$ cat src/nrg_pkg.sv
// Constants shared by the network register transfer gating block.
// Assumes a single 125 MHz clock and a classic Wishbone register bus.

package nrg_pkg;

	// ********************************************************************
	// Timing.
	// ********************************************************************
	localparam int unsigned CLK_KHZ = 125000;
	localparam int unsigned SPEED_SCAN_MS = 20;
	localparam int unsigned PARAM_PASS_MS = 100;
	localparam int unsigned MINOR_SCAN_US = 1000;
	localparam int unsigned SPEED_SCAN_CYC = SPEED_SCAN_MS * CLK_KHZ;
	localparam int unsigned PARAM_PASS_CYC = PARAM_PASS_MS * CLK_KHZ;
	localparam int unsigned MINOR_SCAN_CYC = MINOR_SCAN_US * CLK_KHZ / 1000;

	// ********************************************************************
	// Drive word layout.
	// ********************************************************************
	localparam int unsigned CMD_WORD_IDX = 32;
	localparam int unsigned STAT_WORD_IDX = 0;
	localparam int unsigned CMD_ENABLE_BIT = 14;
	localparam int unsigned CMD_SYNC_BIT = 15;
	localparam int unsigned STAT_SYNC_BIT = 7;
	localparam int unsigned STAT_REJECT_BIT = 12;
	localparam logic [3:0] NET_SOURCE_CODE = 4'h3;

	// ********************************************************************
	// Register map, byte addresses.
	// ********************************************************************
	localparam logic [7:0] CTRL_OFS = 8'h00;
	localparam logic [7:0] STAT_OFS = 8'h04;
	localparam logic [7:0] IRQ_STAT_OFS = 8'h08;
	localparam logic [7:0] IRQ_MASK_OFS = 8'h0c;
	localparam logic [31:0] CTRL_RST = 32'h0000_0000;
	localparam logic [31:0] IRQ_MASK_RST = 32'h0000_0000;

	// Control register fields.
	localparam int unsigned CTRL_ONLY_BIT = 0;
	localparam int unsigned CTRL_TORQUE_BIT = 1;
	localparam int unsigned CTRL_SRC_LSB = 8;

	// Status register fields.
	localparam int unsigned ST_SYNC_BIT = 0;
	localparam int unsigned ST_REJECT_BIT = 1;
	localparam int unsigned ST_OPEN_BIT = 2;
	localparam int unsigned ST_TUNE_EN_BIT = 3;
	localparam int unsigned ST_RUN_BIT = 4;
	localparam int unsigned ST_HELD_BIT = 5;
	localparam int unsigned ST_FIRST_BIT = 6;

	// Interrupt event bits.
	localparam int unsigned IRQ_W = 4;
	localparam int unsigned EV_FAST = 0;
	localparam int unsigned EV_SLOW = 1;
	localparam int unsigned EV_REJECT = 2;
	localparam int unsigned EV_SYNC = 3;

endpackage

$ cat src/nrg_tick_gen.sv
// Free-running period divider that gives one pulse per scan period.
// Assumes a single clock; the period is a whole number of cycles.

`timescale 1ns/1ps
`default_nettype none

module nrg_tick_gen #(
	parameter int unsigned PERIOD = 2
) (
	input wire logic clk,
	input wire logic rst,
	output logic tick
);

	logic [31:0] count_reg;

	// Count up to the last cycle of the period, then wrap.
	always_ff @(posedge clk or posedge rst) begin
		if (rst) begin
			count_reg <= 32'h0000_0000;
		end else if (tick) begin
			count_reg <= 32'h0000_0000;
		end else begin
			count_reg <= count_reg + 32'h0000_0001;
		end
	end

	// The pulse is decoded from the counter; it lasts one cycle.
	assign tick = (count_reg == 32'(PERIOD - 1));

endmodule

`default_nettype wire

$ cat src/nrg_transfer_gate.sv
// Transfer gating between the option board memory and the drive regulator.
// Assumes synchronous inputs on clk, a classic Wishbone master and a
// regulator that acts on the one-cycle transfer strobes this block issues.

`timescale 1ns/1ps
`default_nettype none

module nrg_transfer_gate #(
	parameter int unsigned FAST_CYC = nrg_pkg::SPEED_SCAN_CYC,
	parameter int unsigned SLOW_CYC = nrg_pkg::PARAM_PASS_CYC,
	parameter int unsigned MINOR_CYC = nrg_pkg::MINOR_SCAN_CYC
) (
	input wire logic clk,
	input wire logic rst,
	input wire logic cyc_i,
	input wire logic stb_i,
	input wire logic we_i,
	input wire logic [7:0] adr_i,
	input wire logic [3:0] sel_i,
	input wire logic [31:0] dat_i,
	output logic [31:0] dat_o,
	output logic ack_o,
	output logic irq,
	input wire logic netActive,
	input wire logic driveRunning,
	input wire logic [15:0] cmdWord,
	input wire logic paramErrIn,
	output logic fastInputsMoved,
	output logic torqueRefMoved,
	output logic tuneInputsMoved,
	output logic configInputsMoved,
	output logic outputsMoved,
	output logic slowOutputsMoved,
	output logic syncReadBack,
	output logic paramRejectFlag
);

	// ********************************************************************
	// Helpers.
	// ********************************************************************

	// Merge write data into an old value under the byte enables.
	function automatic logic [31:0] mergeLanes(input logic [31:0] oldVal,
			input logic [31:0] newVal, input logic [3:0] sel);
		logic [31:0] res;
		res = oldVal;
		for (int i = 0; i < 4; i++) begin
			if (sel[i]) begin
				res[i*8 +: 8] = newVal[i*8 +: 8];
			end
		end
		return res;
	endfunction

	// ********************************************************************
	// Scan timers.
	// ********************************************************************
	logic fastTick;
	logic slowTick;
	logic minorTick;

	nrg_tick_gen #(.PERIOD(FAST_CYC)) uFast (
		.clk(clk),
		.rst(rst),
		.tick(fastTick)
	);

	nrg_tick_gen #(.PERIOD(SLOW_CYC)) uSlow (
		.clk(clk),
		.rst(rst),
		.tick(slowTick)
	);

	nrg_tick_gen #(.PERIOD(MINOR_CYC)) uMinor (
		.clk(clk),
		.rst(rst),
		.tick(minorTick)
	);

	// ********************************************************************
	// Bus slave.
	// ********************************************************************
	logic ack_reg;
	logic [31:0] ctrl_reg;
	logic [31:0] mask_reg;
	logic [nrg_pkg::IRQ_W-1:0] irqStat_reg;
	logic [nrg_pkg::IRQ_W-1:0] events;
	logic [31:0] statusWord;
	logic wrStrobe;
	logic [31:0] rdData;

	// The answer comes one cycle after the request and lasts one cycle.
	always_ff @(posedge clk or posedge rst) begin
		if (rst) begin
			ack_reg <= 1'b0;
		end else begin
			ack_reg <= cyc_i & stb_i & ~ack_reg;
		end
	end

	assign ack_o = ack_reg;
	// A write lands on the edge where the master sees ack.
	assign wrStrobe = ack_reg & cyc_i & stb_i & we_i;

	// Read mux; unmapped addresses read as zero and still answer.
	always_comb begin
		unique case (adr_i)
			nrg_pkg::CTRL_OFS: rdData = ctrl_reg;
			nrg_pkg::STAT_OFS: rdData = statusWord;
			nrg_pkg::IRQ_STAT_OFS: rdData = {28'h000_0000, irqStat_reg};
			nrg_pkg::IRQ_MASK_OFS: rdData = mask_reg;
			default: rdData = 32'h0000_0000;
		endcase
	end

	// Read data is captured at the request edge so it is stable with ack.
	always_ff @(posedge clk or posedge rst) begin
		if (rst) begin
			dat_o <= 32'h0000_0000;
		end else if (cyc_i & stb_i & ~ack_reg) begin
			dat_o <= rdData;
		end
	end

	// Control and mask registers.
	always_ff @(posedge clk or posedge rst) begin
		if (rst) begin
			ctrl_reg <= nrg_pkg::CTRL_RST;
			mask_reg <= nrg_pkg::IRQ_MASK_RST;
		end else if (wrStrobe) begin
			if (adr_i == nrg_pkg::CTRL_OFS) begin
				ctrl_reg <= mergeLanes(ctrl_reg, dat_i, sel_i);
			end
			if (adr_i == nrg_pkg::IRQ_MASK_OFS) begin
				mask_reg <= mergeLanes(mask_reg, dat_i, sel_i);
			end
		end
	end

	// Sticky events; a new event in the clearing cycle is kept.
	always_ff @(posedge clk or posedge rst) begin
		if (rst) begin
			irqStat_reg <= '0;
		end else begin
			if (wrStrobe && adr_i == nrg_pkg::IRQ_STAT_OFS && sel_i[0]) begin
				irqStat_reg <= (irqStat_reg & ~dat_i[nrg_pkg::IRQ_W-1:0])
						| events;
			end else begin
				irqStat_reg <= irqStat_reg | events;
			end
		end
	end

	assign irq = |(irqStat_reg & mask_reg[nrg_pkg::IRQ_W-1:0]);

	// ********************************************************************
	// Gating conditions.
	// ********************************************************************
	logic ctrlOnlyPoll;
	logic torqueFromPort;
	logic [3:0] ctrlSource;
	logic inputsOpen;
	logic tuneEnable;

	assign ctrlOnlyPoll = ctrl_reg[nrg_pkg::CTRL_ONLY_BIT];
	assign torqueFromPort = ctrl_reg[nrg_pkg::CTRL_TORQUE_BIT];
	assign ctrlSource = ctrl_reg[nrg_pkg::CTRL_SRC_LSB +: 4];

	// No input of any kind passes without an active network in command.
	assign inputsOpen = netActive & (ctrlSource == nrg_pkg::NET_SOURCE_CODE);
	// A control-only connection overrides whatever the master sends.
	assign tuneEnable = cmdWord[nrg_pkg::CMD_ENABLE_BIT] & ~ctrlOnlyPoll;

	// ********************************************************************
	// Transfer strobes.
	// ********************************************************************
	logic configHeld_reg;

	// Fast path: control/reference in and runtime outputs out each scan.
	// Outputs ignore every gate so the master always sees drive state.
	always_ff @(posedge clk or posedge rst) begin
		if (rst) begin
			fastInputsMoved <= 1'b0;
			outputsMoved <= 1'b0;
			torqueRefMoved <= 1'b0;
		end else begin
			fastInputsMoved <= fastTick & inputsOpen;
			outputsMoved <= fastTick;
			torqueRefMoved <= minorTick & inputsOpen & torqueFromPort;
		end
	end

	// Slow pass: tunables run or stopped, configuration only when stopped.
	// Each move replaces the regulator copy, so keypad edits are lost.
	always_ff @(posedge clk or posedge rst) begin
		if (rst) begin
			tuneInputsMoved <= 1'b0;
			configInputsMoved <= 1'b0;
			slowOutputsMoved <= 1'b0;
		end else begin
			tuneInputsMoved <= slowTick & inputsOpen & tuneEnable;
			configInputsMoved <= slowTick & inputsOpen & tuneEnable
					& ~driveRunning;
			slowOutputsMoved <= slowTick;
		end
	end

	// Remember configuration that was held back by a running drive.
	always_ff @(posedge clk or posedge rst) begin
		if (rst) begin
			configHeld_reg <= 1'b0;
		end else if (slowTick & inputsOpen & tuneEnable) begin
			configHeld_reg <= driveRunning;
		end
	end

	// ********************************************************************
	// Loopback and rejection flag.
	// ********************************************************************
	logic firstPass_reg;

	// Both flags read zero until a pass has really been processed.
	always_ff @(posedge clk or posedge rst) begin
		if (rst) begin
			firstPass_reg <= 1'b0;
		end else if (tuneInputsMoved) begin
			firstPass_reg <= 1'b1;
		end
	end

	// The echo is taken after the pass, also while running; the bit
	// steers nothing else in this block.
	always_ff @(posedge clk or posedge rst) begin
		if (rst) begin
			syncReadBack <= 1'b0;
		end else if (tuneInputsMoved) begin
			syncReadBack <= cmdWord[nrg_pkg::CMD_SYNC_BIT];
		end
	end

	// The verdict of the regulator is only taken from enabled passes.
	always_ff @(posedge clk or posedge rst) begin
		if (rst) begin
			paramRejectFlag <= 1'b0;
		end else if (tuneInputsMoved) begin
			paramRejectFlag <= paramErrIn;
		end
	end

	// Status word and interrupt sources.
	always_comb begin
		statusWord = 32'h0000_0000;
		statusWord[nrg_pkg::ST_SYNC_BIT] = syncReadBack;
		statusWord[nrg_pkg::ST_REJECT_BIT] = paramRejectFlag;
		statusWord[nrg_pkg::ST_OPEN_BIT] = inputsOpen;
		statusWord[nrg_pkg::ST_TUNE_EN_BIT] = tuneEnable;
		statusWord[nrg_pkg::ST_RUN_BIT] = driveRunning;
		statusWord[nrg_pkg::ST_HELD_BIT] = configHeld_reg;
		statusWord[nrg_pkg::ST_FIRST_BIT] = firstPass_reg;
		events = '0;
		events[nrg_pkg::EV_FAST] = outputsMoved;
		events[nrg_pkg::EV_SLOW] = slowOutputsMoved;
		events[nrg_pkg::EV_REJECT] = tuneInputsMoved & paramErrIn;
		events[nrg_pkg::EV_SYNC] = tuneInputsMoved;
	end

	// ********************************************************************
	// Checks.
	// ********************************************************************
	int unsigned fastGap;
	logic fastSeen;

	// Cycles since the last fast strobe, to check the scan period.
	always_ff @(posedge clk or posedge rst) begin
		if (rst) begin
			fastGap <= 0;
			fastSeen <= 1'b0;
		end else if (outputsMoved) begin
			fastGap <= 1;
			fastSeen <= 1'b1;
		end else begin
			fastGap <= fastGap + 1;
		end
	end

	chk_fast_period: assert property (@(posedge clk) disable iff (rst)
		(outputsMoved && fastSeen) |-> fastGap == FAST_CYC)
		else $error("fast scan period wrong");

	chk_torque_minor: assert property (@(posedge clk) disable iff (rst)
		torqueRefMoved |-> $past(minorTick) && $past(torqueFromPort))
		else $error("torque reference moved off its scan");

	chk_config_stop: assert property (@(posedge clk) disable iff (rst)
		configInputsMoved |-> !$past(driveRunning) && tuneInputsMoved)
		else $error("configuration moved while running");

	chk_outputs_free: assert property (@(posedge clk) disable iff (rst)
		fastTick |=> outputsMoved)
		else $error("output copy skipped");

	chk_gate_inputs: assert property (@(posedge clk) disable iff (rst)
		(fastInputsMoved || tuneInputsMoved) |-> $past(netActive)
			&& $past(ctrlSource) == nrg_pkg::NET_SOURCE_CODE)
		else $error("input moved with network not in control");

	chk_tune_enable: assert property (@(posedge clk) disable iff (rst)
		tuneInputsMoved |-> $past(cmdWord[nrg_pkg::CMD_ENABLE_BIT]))
		else $error("tunables moved without enable");

	chk_ctrl_only: assert property (@(posedge clk) disable iff (rst)
		$past(ctrlOnlyPoll) |-> !tuneInputsMoved)
		else $error("tunables moved on control-only poll");

	chk_sync_copy: assert property (@(posedge clk) disable iff (rst)
		tuneInputsMoved |=> syncReadBack == $past(cmdWord[nrg_pkg::CMD_SYNC_BIT]))
		else $error("write bit not echoed");

	chk_sync_cause: assert property (@(posedge clk) disable iff (rst)
		$changed(syncReadBack) |-> $past(tuneInputsMoved))
		else $error("echo changed outside a pass");

	chk_reject_cause: assert property (@(posedge clk) disable iff (rst)
		$changed(paramRejectFlag) |-> $past(tuneInputsMoved, 1))
		else $error("rejection flag changed outside a pass");

	chk_reject_copy: assert property (@(posedge clk) disable iff (rst)
		tuneInputsMoved |=> paramRejectFlag == $past(paramErrIn))
		else $error("rejection verdict not taken from the pass");

	chk_slow_outputs: assert property (@(posedge clk) disable iff (rst)
		slowTick |=> slowOutputsMoved)
		else $error("slow output copy skipped");

	chk_first_pass: assert property (@(posedge clk) disable iff (rst)
		!firstPass_reg |-> !syncReadBack && !paramRejectFlag)
		else $error("flags set before the first pass");

	cov_config_deferred: cover property (@(posedge clk) disable iff (rst)
		configHeld_reg ##1 configInputsMoved);
	cov_sync_echo: cover property (@(posedge clk) disable iff (rst)
		tuneInputsMoved && driveRunning ##1 $changed(syncReadBack));
	cov_reject_set: cover property (@(posedge clk) disable iff (rst)
		$rose(paramRejectFlag));
	cov_irq: cover property (@(posedge clk) disable iff (rst) $rose(irq));

endmodule

`default_nettype wire

$ cat config.mk
export PLATFORM = sky130hd
export DESIGN_NAME = nrg_transfer_gate
export DESIGN_NICKNAME = d
export VERILOG_FILES = /design/src/nrg_pkg.sv /design/src/nrg_tick_gen.sv /design/src/nrg_transfer_gate.sv
export SDC_FILE = /design/constraint.sdc
export NUM_CORES = 1
export LEC_CHECK = 0
export BUFFER_PORTS_ARGS = -buffer_cell sky130_fd_sc_hd__buf_4
export CAP_MARGIN = 20
export CORE_UTILIZATION = 55
export DETAILED_ROUTE_END_ITERATION = 6
export PLACE_DENSITY = 0.87
export SLEW_MARGIN = 20
export SYNTH_ARGS = -nofsm -noshare
export SYNTH_HDL_FRONTEND = slang
export SYNTH_SLANG_ARGS = --single-unit
$ cat constraint.sdc
create_clock -name clk -period 7.2 [get_ports clk]
set_clock_uncertainty 0.1 [all_clocks]
set_input_delay 0.72 -clock clk [delete_from_list [all_inputs] [get_ports clk]]
set_output_delay 0.72 -clock clk [all_outputs]
set_load 0.01 [all_outputs]
Word-level counts from Yosys, hierarchy flattened --
Cells that the tools add are included.
Storage, ports and cells: bits in registers 207, output and inout bits 42, word-level logic and storage cells 73
Cells by class: add/sub/neg operators 3, equal/unequal tests 7, muxes and demuxes 5, bitwise operators 22, reductions and logical operators 12
Operator list (number):
- $pmux W32 S4 | 1
- $add A32 B1 Y32 const B | 3
- $mux W32 | 3
- $eq A32 B17 Y1 const B | 1
- $eq A32 B22 Y1 const B | 1
- $eq A32 B24 Y1 const B | 1
- $reduce_and A3 Y1 | 8
- $eq A8 B4 Y1 const B | 2
- $and A1 B1 Y1 | 14
- $and A4 B4 Y4 | 2
- $eq A8 B3 Y1 const B | 1
- $logic_not A8 Y1 | 1
- $or A4 B4 Y4 | 2
- $eq A4 B2 Y1 const B | 1
- $mux W4 | 1
- $not A4 Y4 | 1
- $reduce_or A4 Y1 | 1
- $not A1 Y1 | 3
- $logic_and A1 B1 Y1 | 2

Depth between registers and ports, before layout --
Gate-level depths: netlist of the first run.
depth after elaboration 6, depth in mapped cells 7

Cells and area by module --
Synthesis of the first run repeated with hierarchy kept, for this count alone.
Second synthesis, totals: cells, all modules 820, area, all modules 9593.0 um^2
By module, submodules not included:
- nrg_transfer_gate | times used 1, cells an instance 362, area an instance 4755.8 um^2
- nrg_tick_gen at uSlow | times used 1, cells an instance 160, area an instance 1624.1 um^2
- nrg_tick_gen at uMinor | times used 1, cells an instance 150, area an instance 1615.3 um^2
- nrg_tick_gen at uFast | times used 1, cells an instance 148, area an instance 1597.8 um^2

Worst setup path before layout of the first run --
OpenSTA, ideal clock, no wires.
path kind in2reg, start in adr_i[1], end reg mask_reg[4], data arrival time 2.183 ns, slack 4.790 ns, stages 4, path buffers 0, cells stage by stage or4_4 > nor4_4 > nand2_2 > mux2_1
Between the ends: cells in the longest elaborated chain, start to end 2
Ends and longest elaborated chain:
- from (decl) | RTL line nrg_transfer_gate.sv:18 | input wire logic [7:0] adr_i,
- $eq A8 B4 Y1 | RTL line nrg_transfer_gate.sv:134 | if (adr_i == nrg_pkg::IRQ_MASK_OFS) begin
- $reduce_and A3 Y1 (no line)
- to (signal assigned) | RTL line nrg_transfer_gate.sv:129 | mask_reg <= nrg_pkg::IRQ_MASK_RST;
- to (signal assigned) | RTL line nrg_transfer_gate.sv:135 | mask_reg <= mergeLanes(mask_reg, dat_i, sel_i);
- to (decl) | RTL line nrg_transfer_gate.sv:85 | logic [31:0] mask_reg;
No other way between the ends. A chain may end at the register's enable or synchronous reset.

Worst setup path after layout of the first run --
start reg uSlow.count_reg[0], end reg configHeld_reg
Between the ends: cells in the longest elaborated chain, start to end 3
Ends and longest elaborated chain:
- from (decl) | RTL line nrg_tick_gen.sv:15 | logic [31:0] count_reg;
- from (signal assigned) | RTL line nrg_tick_gen.sv:24 | count_reg <= count_reg + 32'h0000_0001;
- $eq A32 B24 Y1 | RTL line nrg_tick_gen.sv:29 | assign tick = (count_reg == 32'(PERIOD - 1));
- $and A1 B1 Y1 (2 in series) | RTL line nrg_transfer_gate.sv:212 | end else if (slowTick & inputsOpen & tuneEnable) begin
- to (signal assigned) | RTL line nrg_transfer_gate.sv:213 | configHeld_reg <= driveRunning;
- to (decl) | RTL line nrg_transfer_gate.sv:177 | logic configHeld_reg;
No other way between the ends.

==> results of run 1 <==
[power breakdown]
group / total, mW / switching, mW / internal [mW] / leakage (nW)
sequential: 1.16 / 0.000801 / 1.16 / 2.85
clock: 1.27 / 0.462 / 0.808 / 0.394
combinational: 0.0669 / 0.0427 / 0.0242 / 1.87
total: 2.50 / 0.505 / 2.00 / 5.11
[cells by family after synthesis]
| logic type | after synthesis | share of synthesized area |
|---|---|---|
| buf+inv | 33 | 0.0147 |
| compound gates | 104 | 0.0716 |
| xor+xnor | 72 | 0.0686 |
| fa+ha+maj | 3 | 0.00408 |
| flops | 207 | 0.563 |
| mux | 74 | 0.0941 |
| simple gates | 303 | 0.184 |
[cell usage after synthesis (3+ instances only)]
master / n / share of area
nand3_1: 38 / 0.021
or4_1: 9 / 0.0073
o21ai_0: 40 / 0.022
or2_2: 6 / 0.0041
and3_2: 3 / 0.0024
a21o_1: 3 / 0.0024
and2_1: 4 / 0.0027
mux2_2: 66 / 0.081
buf_2: 3 / 0.0016
nor3b_1: 4 / 0.0033
nand4_1: 32 / 0.022
ha_1: 3 / 0.0041
clkbuf_1: 15 / 0.0061
nor3_1: 16 / 0.0087
a22oi_1: 30 / 0.024
nand2_1: 73 / 0.030
and3_1: 14 / 0.0095
mux2_1: 4 / 0.0049
xor2_1: 28 / 0.027
a21oi_1: 13 / 0.0071
dfrtp_1: 207 / 0.56
nand2_2: 4 / 0.0027
xnor2_1: 44 / 0.042
and4_1: 10 / 0.0095
inv_1: 14 / 0.0057
nor2_1: 32 / 0.013
a22o_1: 4 / 0.0038
mux4_2: 3 / 0.0073
nor2b_1: 6 / 0.0041
or3_1: 9 / 0.0061
nor4_1: 26 / 0.018
[final cells by class]
cell class / instances / area share
timing repair buffer: 99 / 0.0678
multi-input combinational: 556 / 0.355
inverter: 14 / 0.00594
sequential: 207 / 0.473
clock buffer: 24 / 0.0508
tap: 216 / 0.0247
clock inverter: 14 / 0.0232
[layer usage]
| layer | up-vias | GRT usage | part of all wire |
|---|---|---|---|
| met5 | - | 0 | 0 |
| met1 | 3433 | 0.329 | 0.42 |
| li1 | 3115 | - | - |
| met3 | 57 | 0.0421 | 0.053 |
| met2 | 241 | 0.405 | 0.49 |
| met4 | 0 | 0.0924 | 0.036 |
[metrics by stage]
stage,power (mW),instances,instance area (um2)
floorplan,1.22,796,9200
global placement,1.25,1092,10100
detailed placement,1.25,1092,10100
CTS,2.52,1130,11000
global route,2.57,1130,11000
finish,2.50,1130,11000
[path summary, 6_finish.rpt]
kind | startpoint | end | slack, ns | cells past startpoint
max | uSlow.count_reg[0] | configHeld_reg | 4.74 | 5
max reg2reg | uSlow.count_reg[0] | configHeld_reg | 4.74 | 5
min in group clk | driveRunning | configInputsMoved | 0.30 | 2
min | rst | firstPass_reg | 0.23 | 2
min reg2reg | outputsMoved | irqStat_reg[0] | 0.37 | 1
max in group asynchronous | rst | uMinor.count_reg[22] | 5.58 | 3
==> results_dict.tcl, run 1 <==
set metrics [dict create \
    finalCritPeriodShare 0.342 \
    drt-total-wl_mm 21.0 \
    layout_commonest_cell "dfrtp_1" \
    worstSetupPathType "reg -> reg" \
    min_period_ns 2.46 \
    path_clk_slew_ns 0.07 \
    grtUsageTotal 0.247 \
    startpoint_type "register" \
    outcome "finished, final reports clean" \
    synth_seq_cells 207 \
    nNetsFinal 970 \
    cts.sinks 207 \
    syn_area_per_cell_um2 11.6 \
    crit_required_ns 7.49 \
    num-fill-cells 1151 \
    seqCellArea_um2 5180 \
    start_util 0.571 \
    grt_pass1_wl_mm 34.5 \
    async_reset_ff_frac 1.00 \
    grt_overflow 0 \
    dp_slack_ns 4.18 \
    drc 0 \
    die_w_um 131 \
    grt_antenna_before_repair 0 \
    post_cts_resized 0 \
    area_delta_synth_final_pct 19.2 \
    viasPerCell 6.06 \
    portBuffers 95 \
    dieArea_um2 17200 \
    setup_violations 0 \
    fin_util 0.680 \
    drtPass1Iterations 5 \
    synth_nets 867 \
    drv_slew 0 \
    ir_worst_vdd_mv 0.203 \
    synth.distinct_cells 57 \
    multi_input_area_um2 3890 \
    final_cell_mix "dfrtp_1 (207), buf_4 (99), nand2_1 (73), mux2_2 (66), xnor2_1 (44)" \
    io_pins 110 \
    vias 6846 \
    rsz0062_at_grt "false" \
    fin_tns_setup_ns 0 \
    ys_seq_area_frac 0.563 \
    drv_cap 0 \
    grt_max_degree 152 \
    critical_path.slowest_cell "nor4_1" \
    wl_per_cell_um 18.6 \
    syn-cell-area_um2 9200 \
    worst-path-buf-inv 0 \
    worstPathMaxFanout 7 \
    clk_latency_ns 0.50 \
    p_leak_nw 5.11 \
    netlist_instances 796 \
    num_rows 46 \
    place_hpwl_mm 13.8 \
    cp_top_family "simple AND/OR/NAND/NOR gates" \
    holdCritPathClass "in -> async" \
    gp_congestion 0.837 \
    ys.flop_type "dfrtp_1" \
    root_buffer "clkbuf_16" \
    finalHoldViolations 0 \
    whs_ns 0.233 \
    die_y_um 131 \
    antenna_cells 0 \
    grt_pass1_vias 6826 \
    cts_tree "built" \
    clockBufferDepth 3 \
    numCtsBuffers 21 \
    setup_ws_ns 4.74 \
    end_kind "register" \
    postCtsHoldBufs 0 \
    drtIter0Drc 429 \
    arrival_ns 2.76 \
    fmax_mhz 406 \
    path_cells "ha_1 > and4_1 > nand3_1 > nor4_1 > mux2_2" \
    relSlewSlack 0.346 \
    drive_above_1_share 0.254 \
    synth_edf_count 0 \
    post_cts_buffers 0 \
    crit_path_max_incr_delay_ns 0.72 \
    worst_pin_slew_ns 0.973 \
    synth-warning-count 0 \
    drtAntennaViolNets 0 \
    core_area_um2 16100 \
    p_per_area_nw_per_um2 228 \
    htreeDepth 1 \
]
No activity file was read; power rests on OpenSTA's default activity.
==> inputs of run 2 (changes only) <==
==> constraint.sdc (replaced) <==
create_clock -name clk -period 2.5 [get_ports clk]
set_clock_uncertainty 0.1 [all_clocks]
set_input_delay 0.25 -clock clk [delete_from_list [all_inputs] [get_ports clk]]
set_output_delay 0.25 -clock clk [all_outputs]
set_load 0.01 [all_outputs]
==> results_dict.tcl, run 2 (synthesis gave the netlist of run 1 again) <==
set metrics [dict create \
    grtUsageTotal 0.266 \
    timing.rr.end "uMinor.count_reg[16]" \
    clockBufferDepth 3 \
    dieArea_um2 17200 \
    path_clk_slew_ns 0.06 \
    grt_max_degree 70 \
    layout_commonest_cell "dfrtp_1" \
    fmax_mhz 441 \
    grt_pass1_vias 7295 \
    stdcell_area_um2 11300 \
    startpoint_type "register" \
    end_kind "register" \
    p_sw_frac 0.215 \
    critical_path.slowest_cell "or4_1" \
    reg2reg_from "uMinor.count_reg[0]" \
    root_buffer "clkbuf_16" \
    drt-total-wl_mm 22.1 \
    r2r_slack_ns 0.23 \
    crit_path_max_incr_delay_ns 0.71 \
    cp-startpoint "uMinor.count_reg[0]" \
    place_hpwl_mm 14.4 \
    arrival_ns 2.60 \
    cts.sinks 207 \
    pwr-share-clk 0.454 \
    io_pins 110 \
    grt_overflow 0 \
    crit_end "uMinor.count_reg[16]" \
    p_switching_mw 1.42 \
    dp_slack_ns 0.200 \
    portBuffers 95 \
    numCtsBuffers 22 \
    worstPathMaxFanout 11 \
    min_period_ns 2.27 \
    die_w_um 131 \
    die_y_um 131 \
    fin_util 0.704 \
    p_per_area_nw_per_um2 584 \
    cts_tree "built" \
    drv_slew 0 \
    finalHoldViolations 0 \
    worstSetupPathType "reg -> reg" \
    ir_worst_vdd_mv 0.555 \
    antenna_cells 0 \
    dp_cells 1109 \
    drive_above_1_share 0.251 \
    combPwrFrac 0.039 \
    worst_pin_slew_ns 0.791 \
    stdcell_count 1183 \
    grt_antenna_before_repair 1 \
    num_rows 46 \
    path_cells "ha_1 > nand3_1 > or4_1 > or3_1 > a21oi_1" \
    viasPerCell 5.97 \
    crit_required_ns 2.83 \
    clk_latency_ns 0.51 \
    final_cell_mix "dfrtp_1 (207), buf_4 (113), nand2_1 (73), mux2_2 (66), xnor2_1 (44)" \
    internal-power_mw 5.20 \
    wl_per_cell_um 18.7 \
    p_leak_nw 5.30 \
    reg2reg_depth 5 \
    drc 0 \
    fin_tns_setup_ns 0 \
    seqPwrFrac 0.507 \
    holdCritPathClass "in -> reg" \
    drtPass1Iterations 6 \
    finalCritPeriodShare 0.907 \
    dpl-instance-area_um2 10300 \
    drtAntennaViolNets 0 \
    gp_congestion 0.866 \
    setup_ws_ns 0.232 \
    vias 7062 \
    drv_cap 0 \
    relSlewSlack 0.468 \
    rsz0062_at_grt "false" \
    htreeDepth 1 \
    outcome "finished, final reports clean" \
    grt_pass1_wl_mm 37.0 \
    start_util 0.571 \
    drtIter0Drc 505 \
    area_delta_synth_final_pct 23.4 \
    core_area_um2 16100 \
    setup_violations 0 \
    nNetsFinal 1026 \
    post_cts_resized 0 \
]
-- run 2: cell count changes in the layout (fill, tap and decap cells not counted), sizes merged --
cell,delta
dlygate4sd3,+38
buf,+17
bufinv,-7
clkbuf,+6
inv,-1
-- run 2: what timing repair did --
action                     CTS  global route
hold buffers                38             0
setup buffers                0             0
hold endpoints to repair    92             0
setup endpoints to repair    0             0
-- run 2: power by group through the flow --
stage	Clock (mW)	Combinational (mW)	Sequential [mW]
final	3.01	0.260	3.36
after global routing	3.17	0.283	3.35
after CTS	3.05	0.259	3.36
after detailed placement	0	0.209	3.42
after global placement	0	0.203	3.42
after floorplan	0	0.0836	3.42
-- run 2: worst max-delay path: cells and delay by family, from the launching register on --
family / cells / cell delay, ns
adder cells (fa/ha/maj): 1 / 0.25
flip-flops: 1 / 0.39
AO/OA/AOI/OAI: 1 / 0.15
AND/OR/NAND/NOR: 3 / 1.30
-- run 2: per-stage QoR --
| step | power (mW) | hold slack, ns |
|---|---|---|
| global placement | 3.62 | 0.223 |
| detailed placement | 3.63 | 0.244 |
| finish | 6.62 | 0.0643 |
| floorplan | 3.50 | 0.216 |
| CTS | 6.66 | 0.0157 |
| global route | 6.81 | 0.0855 |
-- run 2: how the worst min path moves through the flow --
| stage | cells past startpoint | startpoint | slack [ns] | to |
|---|---|---|---|---|
| after floorplan | 1 | driveRunning | 0.22 | configInputsMoved |
| after global placement | 2 | rst | 0.22 | uSlow.count_reg[29] |
| after detailed placement | 2 | rst | 0.24 | uSlow.count_reg[29] |
| after CTS | 4 | adr_i[4] | 0.02 | dat_o[2] |
| after global routing | 4 | adr_i[4] | 0.09 | dat_o[2] |
| final | 3 | netActive | 0.06 | fastInputsMoved |
-- run 2: routing by layer --
metal  vias up  part of all wire  GRT usage
met4         2             0.037      0.103
met2       253              0.49      0.446
met1      3517              0.41      0.348
met5         -           0.00041          0
li1       3230                 -          -
met3        60             0.058     0.0421
-- run 2: layout make-up --
cell class	instances	area, um2
inverter	14	56.3
tap	216	270
fill	1120	4770
sequential	207	5180
timing repair buffer	154	1290
clock inverter	6	43.8
multi-input combinational	556	3890
clock buffer	30	621
